===== config.mk =====
export PLATFORM = sky130hd
export DESIGN_NAME = tpio_top
export DESIGN_NICKNAME = d
export VERILOG_FILES = /design/src/hw/tpio_pkg.sv /design/src/hw/tpio_top.sv
export VERILOG_INCLUDE_DIRS = /design/src /design/src/hw
export SDC_FILE = /design/constraint.sdc
export NUM_CORES = 1
export LEC_CHECK = 0
export BUFFER_PORTS_ARGS = -buffer_cell sky130_fd_sc_hd__buf_2
export CAP_MARGIN = 10
export CORE_ASPECT_RATIO = 1.1
export CORE_UTILIZATION = 61
export DETAILED_ROUTE_END_ITERATION = 10
export GPL_ROUTABILITY_DRIVEN = 0
export PLACE_DENSITY = 0.95
export SYNTH_ARGS = -nofsm -noshare
export SYNTH_HDL_FRONTEND = slang
export SYNTH_SLANG_ARGS = --single-unit
export TNS_END_PERCENT = 50

===== constraint.sdc =====
create_clock -name MCLK -period 20.7 [get_ports MCLK]
set_input_delay 1.035 -clock MCLK [delete_from_list [all_inputs] [get_ports MCLK]]
set_output_delay 1.035 -clock MCLK [all_outputs]
set_load 0.005 [all_outputs]

===== src/hw/tpio_cfg.svh =====
// Register offsets, field masks and reset values for the two-port pin block
`ifndef TPIO_CFG_SVH
`define TPIO_CFG_SVH
`define TPIO_OFF_A_DIR 12'hE00
`define TPIO_OFF_A_LVL 12'hE02
`define TPIO_OFF_A_LAT 12'hE04
`define TPIO_OFF_A_ODS 12'hE06
`define TPIO_OFF_A_CNE 12'hE08
`define TPIO_OFF_A_PU 12'hE0A
`define TPIO_OFF_A_PD 12'hE0C
`define TPIO_OFF_A_ANS 12'hE0E
`define TPIO_OFF_B_DIR 12'hE10
`define TPIO_OFF_B_LVL 12'hE12
`define TPIO_OFF_B_LAT 12'hE14
`define TPIO_OFF_B_ODS 12'hE16
`define TPIO_OFF_B_CNE 12'hE18
`define TPIO_OFF_B_PU 12'hE1A
`define TPIO_OFF_B_PD 12'hE1C
`define TPIO_OFF_B_ANS 12'hE1E
`define TPIO_OFF_IRQ_STAT 12'hE20
`define TPIO_OFF_IRQ_MASK 12'hE22
`define TPIO_MASK_A 16'h001F
`define TPIO_MASK_B 16'hFFFF
`define TPIO_ANS_MASK_A 16'h0007
`define TPIO_ANS_MASK_B 16'h06FF
`define TPIO_RST_DIR_A 16'h001F
`define TPIO_RST_DIR_B 16'hFFFF
`define TPIO_RST_ANS_A 16'h0007
`define TPIO_RST_ANS_B 16'h06FF
`define TPIO_RST_ZERO 16'h0000
`define TPIO_CN_IRQ_NUM 8'h13
`define TPIO_CN_FLAG_BIT 3
`endif


===== src/hw/tpio_pkg.sv =====
// Types shared by the two-port pin block
package tpio_pkg;
  typedef struct packed {
    logic [15:0] dir;
    logic [15:0] lat;
    logic [15:0] ods;
    logic [15:0] cne;
    logic [15:0] pu;
    logic [15:0] pd;
    logic [15:0] ans;
  } tpio_port_t;
  typedef struct packed {
    tpio_port_t a;
    tpio_port_t b;
    logic [1:0] stat;
    logic [1:0] mask;
    logic [15:0] sync1_a;
    logic [15:0] sync2_a;
    logic [15:0] prev_a;
    logic [15:0] sync1_b;
    logic [15:0] sync2_b;
    logic [15:0] prev_b;
    logic pready;
    logic [31:0] prdata;
    logic irq;
    logic [15:0] a_out;
    logic [15:0] a_oe;
    logic [15:0] b_out;
    logic [15:0] b_oe;
    logic [15:0] ana_a;
    logic [15:0] ana_b;
  } tpio_state_t;
endpackage : tpio_pkg


===== src/hw/tpio_top.sv =====
// Two-port general purpose pin block with APB register access
`timescale 1ns/10ps
`include "tpio_cfg.svh"
module tpio_top (
  input wire logic MCLK,
  input wire logic RST,
  input wire logic PSEL,
  input wire logic PENABLE,
  input wire logic PWRITE,
  input wire logic [13:0] PADDR,
  input wire logic [31:0] PWDATA,
  output logic [31:0] PRDATA,
  output logic PREADY,
  output logic PSLVERR,
  input wire logic [4:0] PORT_A_IN,
  output logic [4:0] PORT_A_OUT,
  output logic [4:0] PORT_A_OE,
  output logic [4:0] PORT_A_PULLUP,
  output logic [4:0] PORT_A_PULLDOWN,
  output logic [4:0] PORT_A_ANALOG,
  input wire logic [15:0] PORT_B_IN,
  output logic [15:0] PORT_B_OUT,
  output logic [15:0] PORT_B_OE,
  output logic [15:0] PORT_B_PULLUP,
  output logic [15:0] PORT_B_PULLDOWN,
  output logic [15:0] PORT_B_ANALOG,
  output logic CHANGE_IRQ
);

  tpio_pkg::tpio_state_t s;
  tpio_pkg::tpio_state_t next_s;

  // Implemented pins and analog-select positions per port
  localparam logic [15:0] msk_a = `TPIO_MASK_A;
  localparam logic [15:0] msk_b = `TPIO_MASK_B;
  localparam logic [15:0] amsk_a = `TPIO_ANS_MASK_A;
  localparam logic [15:0] amsk_b = `TPIO_ANS_MASK_B;

  // Byte address of a register index; word step keeps the low two bits clear
  function automatic logic index_hit(input logic [13:0] addr, input logic [11:0] index);
    index_hit = (addr == {index, 2'b00});
  endfunction : index_hit

  // Register write with unimplemented bits held at zero
  function automatic tpio_pkg::tpio_port_t port_write(input tpio_pkg::tpio_port_t p,
                                                      input logic [3:0] idx,
                                                      input logic [15:0] wd,
                                                      input logic [15:0] msk,
                                                      input logic [15:0] amsk);
    tpio_pkg::tpio_port_t r;
    r = p;
    case (idx[2:0])
      3'h0: r.dir = wd & msk;
      3'h1: r.lat = wd & msk;
      3'h2: r.lat = wd & msk;
      3'h3: r.ods = wd & msk;
      3'h4: r.cne = wd & msk;
      3'h5: r.pu = wd & msk;
      3'h6: r.pd = wd & msk;
      3'h7: r.ans = wd & amsk;
      default: r = p;
    endcase
    port_write = r;
  endfunction : port_write

  // Register read view of one port
  function automatic logic [15:0] port_read(input tpio_pkg::tpio_port_t p, input logic [3:0] idx,
                                            input logic [15:0] lvl);
    case (idx[2:0])
      3'h0: port_read = p.dir;
      3'h1: port_read = lvl;
      3'h2: port_read = p.lat;
      3'h3: port_read = p.ods;
      3'h4: port_read = p.cne;
      3'h5: port_read = p.pu;
      3'h6: port_read = p.pd;
      3'h7: port_read = p.ans;
      default: port_read = 16'h0000;
    endcase
  endfunction : port_read

  logic [3:0] reg_idx;
  logic in_ports;
  logic is_stat;
  logic is_mask;
  logic access;
  logic [15:0] lvl_a;
  logic [15:0] lvl_b;
  logic [15:0] rd_word;
  logic [1:0] cn_event;
  logic commit;
  logic [15:0] hit_a;
  logic [15:0] hit_b;
  logic [15:0] pin_oe_a;
  logic [15:0] pin_oe_b;
  logic [15:0] pin_out_a;
  logic [15:0] pin_out_b;
  logic [15:0] pin_ana_a;
  logic [15:0] pin_ana_b;

  // Register map by index; byte address is four times the index
  //   E00 to E0E: port A direction, level, latch, open-drain, change enable,
  //               pull-up, pull-down, analog select
  //   E10 to E1E: the same eight registers for port B
  //   E20: change status, bit 0 port A, bit 1 port B; a read clears it
  //   E22: change mask, same layout
  //   Anything else reads zero and ignores writes, with no error
  assign reg_idx = PADDR[6:3];
  assign in_ports = (PADDR[13:7] == 7'h70) && (PADDR[2:0] == 3'h0);
  assign is_stat = index_hit(PADDR, `TPIO_OFF_IRQ_STAT);
  assign is_mask = index_hit(PADDR, `TPIO_OFF_IRQ_MASK);

  // First access edge raises ready and captures read data;
  // the write lands on the edge that sees ready, as the master expects
  assign access = PSEL && PENABLE && !s.pready;
  assign commit = PSEL && PENABLE && s.pready;

  // Per-pin level view and change hits from synchronised pins, so readback lags writes
  generate
    for (genvar k = 0; k < 16; k++) begin : g_sense
      if (msk_a[k]) begin : g_a_used
        assign lvl_a[k] = s.sync2_a[k] & ~(s.a.ans[k] & s.a.dir[k]);
        assign hit_a[k] = (s.sync2_a[k] ^ s.prev_a[k]) & s.a.cne[k];
      end else begin : g_a_none
        assign lvl_a[k] = 1'b0;
        assign hit_a[k] = 1'b0;
      end
      if (msk_b[k]) begin : g_b_used
        assign lvl_b[k] = s.sync2_b[k] & ~(s.b.ans[k] & s.b.dir[k]);
        assign hit_b[k] = (s.sync2_b[k] ^ s.prev_b[k]) & s.b.cne[k];
      end else begin : g_b_none
        assign lvl_b[k] = 1'b0;
        assign hit_b[k] = 1'b0;
      end
    end
  endgenerate

  // One flag per port: any enabled pin that moved since the last edge
  assign cn_event[0] = |hit_a;
  assign cn_event[1] = |hit_b;

  // Per-pin drive from the stored settings; pins follow a write one edge later
  generate
    for (genvar k = 0; k < 16; k++) begin : g_drive
      if (msk_a[k]) begin : g_a_used
        // Open-drain pins release instead of driving high
        assign pin_oe_a[k] = ~s.a.dir[k] & ~(s.a.ods[k] & s.a.lat[k]);
        assign pin_out_a[k] = s.a.lat[k] & ~s.a.ods[k];
      end else begin : g_a_none
        assign pin_oe_a[k] = 1'b0;
        assign pin_out_a[k] = 1'b0;
      end
      if (msk_b[k]) begin : g_b_used
        assign pin_oe_b[k] = ~s.b.dir[k] & ~(s.b.ods[k] & s.b.lat[k]);
        assign pin_out_b[k] = s.b.lat[k] & ~s.b.ods[k];
      end else begin : g_b_none
        assign pin_oe_b[k] = 1'b0;
        assign pin_out_b[k] = 1'b0;
      end
      // Analog path only where a select bit exists
      if (amsk_a[k]) begin : g_aa_used
        assign pin_ana_a[k] = s.a.ans[k];
      end else begin : g_aa_none
        assign pin_ana_a[k] = 1'b0;
      end
      if (amsk_b[k]) begin : g_ab_used
        assign pin_ana_b[k] = s.b.ans[k];
      end else begin : g_ab_none
        assign pin_ana_b[k] = 1'b0;
      end
    end
  endgenerate

  // Read data mux
  always_comb begin
    rd_word = 16'h0000;
    if (in_ports) begin
      if (reg_idx[3]) begin
        rd_word = port_read(s.b, reg_idx, lvl_b);
      end else begin
        rd_word = port_read(s.a, reg_idx, lvl_a);
      end
    end else if (is_stat) begin
      rd_word = {14'h0000, s.stat};
    end else if (is_mask) begin
      rd_word = {14'h0000, s.mask};
    end
  end

  // Next-state logic for everything
  always_comb begin
    next_s = s;
    next_s.sync1_a = {11'h000, PORT_A_IN};
    next_s.sync2_a = s.sync1_a;
    next_s.prev_a = s.sync2_a;
    next_s.sync1_b = PORT_B_IN;
    next_s.sync2_b = s.sync1_b;
    next_s.prev_b = s.sync2_b;
    next_s.pready = access;
    next_s.prdata = s.prdata;
    // Register writes land on the edge after the answer is raised
    if (commit && PWRITE) begin
      if (in_ports && reg_idx[3]) begin
        next_s.b = port_write(s.b, reg_idx, PWDATA[15:0], `TPIO_MASK_B, `TPIO_ANS_MASK_B);
      end else if (in_ports) begin
        next_s.a = port_write(s.a, reg_idx, PWDATA[15:0], `TPIO_MASK_A, `TPIO_ANS_MASK_A);
      end else if (is_mask) begin
        next_s.mask = PWDATA[1:0];
      end
    end
    if (access && !PWRITE) begin
      next_s.prdata = {16'h0000, rd_word};
      // Read of status clears it; a same-cycle event still lands
      if (is_stat) begin
        next_s.stat = 2'b00;
      end
    end
    next_s.stat = next_s.stat | cn_event;
    next_s.irq = |(next_s.stat & next_s.mask);
    // Pin drive registered from the per-pin logic
    next_s.a_oe = pin_oe_a;
    next_s.b_oe = pin_oe_b;
    next_s.a_out = pin_out_a;
    next_s.b_out = pin_out_b;
    // Analog path gated by select bit only
    next_s.ana_a = pin_ana_a;
    next_s.ana_b = pin_ana_b;
  end

  // State register; latch B resets to zero although software sees it as undefined
  always_ff @(posedge MCLK or posedge RST) begin
    if (RST) begin
      // Clear everything, then set each port configuration field explicitly
      s <= '0;
      s.a.dir <= `TPIO_RST_DIR_A;
      s.a.lat <= `TPIO_RST_ZERO;
      s.a.ods <= `TPIO_RST_ZERO;
      s.a.cne <= `TPIO_RST_ZERO;
      s.a.pu <= `TPIO_RST_ZERO;
      s.a.pd <= `TPIO_RST_ZERO;
      s.a.ans <= `TPIO_RST_ANS_A;
      s.b.dir <= `TPIO_RST_DIR_B;
      // Zero here so no pin starts from an unknown latch
      s.b.lat <= `TPIO_RST_ZERO;
      s.b.ods <= `TPIO_RST_ZERO;
      s.b.cne <= `TPIO_RST_ZERO;
      s.b.pu <= `TPIO_RST_ZERO;
      s.b.pd <= `TPIO_RST_ZERO;
      s.b.ans <= `TPIO_RST_ANS_B;
      // Analog paths come up selected, matching the select bits
      s.ana_a <= `TPIO_RST_ANS_A;
      s.ana_b <= `TPIO_RST_ANS_B;
    end else begin
      s <= next_s;
    end
  end

  // Outputs straight from flops; PSLVERR tied low
  assign PRDATA = s.prdata;
  assign PREADY = s.pready;
  assign PSLVERR = 1'b0;
  // Port A pins: only the five implemented bits leave the block
  assign PORT_A_OUT = s.a_out[4:0];
  assign PORT_A_OE = s.a_oe[4:0];
  assign PORT_A_PULLUP = s.a.pu[4:0];
  assign PORT_A_PULLDOWN = s.a.pd[4:0];
  assign PORT_A_ANALOG = s.ana_a[4:0];
  // Port B pins: all sixteen implemented
  assign PORT_B_OUT = s.b_out;
  assign PORT_B_OE = s.b_oe;
  assign PORT_B_PULLUP = s.b.pu;
  assign PORT_B_PULLDOWN = s.b.pd;
  assign PORT_B_ANALOG = s.ana_b;
  assign CHANGE_IRQ = s.irq;

endmodule : tpio_top


==> run summary <==
status = finished clean
via-per-instance ratio = 6.14
GR Overflow Total = 0
final WL = 29,100 um
Synth area leaders = dfrtp_1 47%, mux2_2 14%, dfstp_2 10%
clock power share = 44.2%
NumNets Final = 1,055
chip width = 137 um
power share of the combinational group = 4.8%
Syn Area/Cell = 13.2 um^2
# clock sinks = 279
post-cts hold buffer count = 0
YS warnings = 0
dominant synthesized flop cell = dfrtp_1
Reg power frac = 51.1%
CP max FO = 16
Overall Global Routing Usage = 28.5%
Final setup viols = 0
RSZ-0062 raised after global routing = no
Pint = 0.850 mW
DP HPWL = 18,700 um
Yosys top cell by area = dfrtp_1
P&R area growth vs syn = 8.11%
CTS H-tree lvls = 1
Post-Syn Instances = 930
min cycle time layout = 3.46 ns
Port Buf Inserts = 170
hold wc startpoint = next_s[156]
Pwr Density = 82.3 mW/mm^2
Rows = 54
clk buf depth = 3
Rel. slew slack = 24.9%
switching pwr = 0.243 mW
clock transition at the registers of the reported paths = 0.06 ns
most common cell after layout, fill and taps aside = dfrtp_1
Final Cycle Share = 16.7%
Worst EP arrival = 3.86 ns
Worst Setup SP = PADDR[8]
post-cts resize count = 0
commonest non-fill, non-tap cells in the layout = 232 x dfrtp_1, 170 x buf_2, 153 x mux2_2, 47 x dfstp_2, 36 x nand2_1
HP Class = flip-flop to flip-flop
Post-Route Skew = 0.00937 ns
Post-synth EDFFs = 0
Worst-Skew Late Latency = 0.53 ns
FF-to-FF Start = PREADY
number of instances in the placed design = 1,207
Hold Slack = 0.346 ns
Power Total = 1.09 mW
register area share after synthesis = 57.3%
Worst Tran Pin Value = 1.12 ns
Final Max Tran Viols = 0
# IOs = 212
layout cells sized above 1 = 44.4%
crit path kind = primary input to flip-flop
Clock Tree Root = clkbuf_16
ys async rst share = 100%
Vias = 7,697
Leakage = 6.44 nW
Synth Register Bits = 279
setup TNS = 0 ns
Cell Area, Synth = 0.0123 mm^2
die footprint = 0.0207 mm^2
CP required = 21.10 ns
DRT iter0 DRCs = 864
nature of the critical path startpoint = primary input
Design Area, Final = 0.0133 mm^2
Final Non-Filler Cells = 1,254
synth unique cells = 67
antenna violations before repair = 0
largest net degree at the start of global routing = 108
iteration count of the initial detailed-routing pass = 6
DR DRC count = 0
DIE HEIGHT = 151 um
Routed Antenna Nets = 0
# Post-CTS Setup Buffers = 0
top cell type's share of synthesized area = 47.2%
Max Fclk = 289 MHz
Post-DP Area = 0.0124 mm^2
initial core utilization = 62.1%
CTS tree = built
count of final hold-check violations = 0
total CTS buffers = 26
Peak VDD IR = 79.8 uV
first-pass GRT wire length = 43,500 um
MaxCap Viol Count = 0
sw frac = 22.3%
core area = 0.0198 mm^2
diode count = 0
CP Capture Type = flip-flop
number of global-route vias before repair = 7,699
wire per inst = 23.2 um
cells in the mapped netlist, drive strengths merged (5+ instances only):
library cell and n:
clkbuf 25, nand2 37, o21ai 14, a221oi 9, nand4 6, a22o 6, mux2i 18, nand2b 9
o22ai 8, nor2 19, nand3 7, xor2 21, nor2b 27, buf 153, a21oi 32, dfrtp 232
dfstp 47, mux2 153, a211oi 6, o31ai 9, inv 5, mux4 6, a22oi 20, nor4 6
kinds of logic after synthesis:
kind of cell	share of synthesized area, %
other	0.0305
and+or+nand+nor	6.50
buffers and inverters	10.0
AOI/OAI and AO/OA	8.07
DFF	57.3
xor gates and xnor gates	1.50
muxes	16.6
cell type report:
type | instances | area [um^2]
multi-input combinational | 491 | 4120
sequential | 279 | 7040
clock inverter | 7 | 90.1
clock buffer | 40 | 774
timing repair buffer | 179 | 918
tap | 252 | 315
fill | 1317 | 6510
inverter | 6 | 30.0
per-stage QoR:
stage               setup WS, ns  util (%)
global placement           16.74      62.7
finish                     17.24      67.1
CTS                        17.22      67.1
global route               17.07      67.1
floorplan                  12.05         -
detailed placement         16.70      62.7
state kept, by name (all words and copies together), names as in the netlist, 5 cells and up:
register / count
PORT_B_OUT: 16
PORT_A_OUT: 5
PORT_A_OE: 5
PORT_B_PULLUP: 16
s: 109
PORT_B_ANALOG: 10
PRDATA: 16
PORT_B_OE: 16
next_s: 55
PORT_A_PULLDOWN: 5
PORT_B_PULLDOWN: 16
PORT_A_PULLUP: 5
power groups by stage:
stage | clock network (mW) | registers (mW) | logic, mW
after global placement | 0 | 0.567 | 0.0506
after global routing | 0.508 | 0.559 | 0.0574
final | 0.483 | 0.558 | 0.0524
after floorplan | 0 | 0.566 | 0.0355
after detailed placement | 0 | 0.568 | 0.0519
after CTS | 0.487 | 0.558 | 0.0523
routing by layer:
layer / up-vias / GRT usage, % / routed length, um
li1: 3247 / - / -
met1: 3915 / 36.5 / 11100
met2: 443 / 47.7 / 14400
met3: 92 / 5.12 / 2360
met4: 0 / 12.1 / 1140
met5: - / 0 / 0
worst paths after layout:
kind | end | slack [ns] | cells after the start
worst max-delay path | PORT_B_PULLUP[12] | 17.24 | 6
min in group asynchronous | next_s[158] | 0.61 | 2
worst min register to register | next_s[140] | 0.35 | 0
max in group asynchronous | PORT_A_OUT[0] | 17.59 | 4
worst min-delay path | next_s[140] | 0.35 | 0
worst max register to register | PORT_B_PULLUP[12] | 17.89 | 4
critical path, stage by stage:
cell	delay, ns
buf_2	0.10
nor3_1	0.52
nand4_4	0.23
nor4b_4	0.65
nand4_2	0.76
mux2_2	0.55
(Power assumes the default switching activity.)
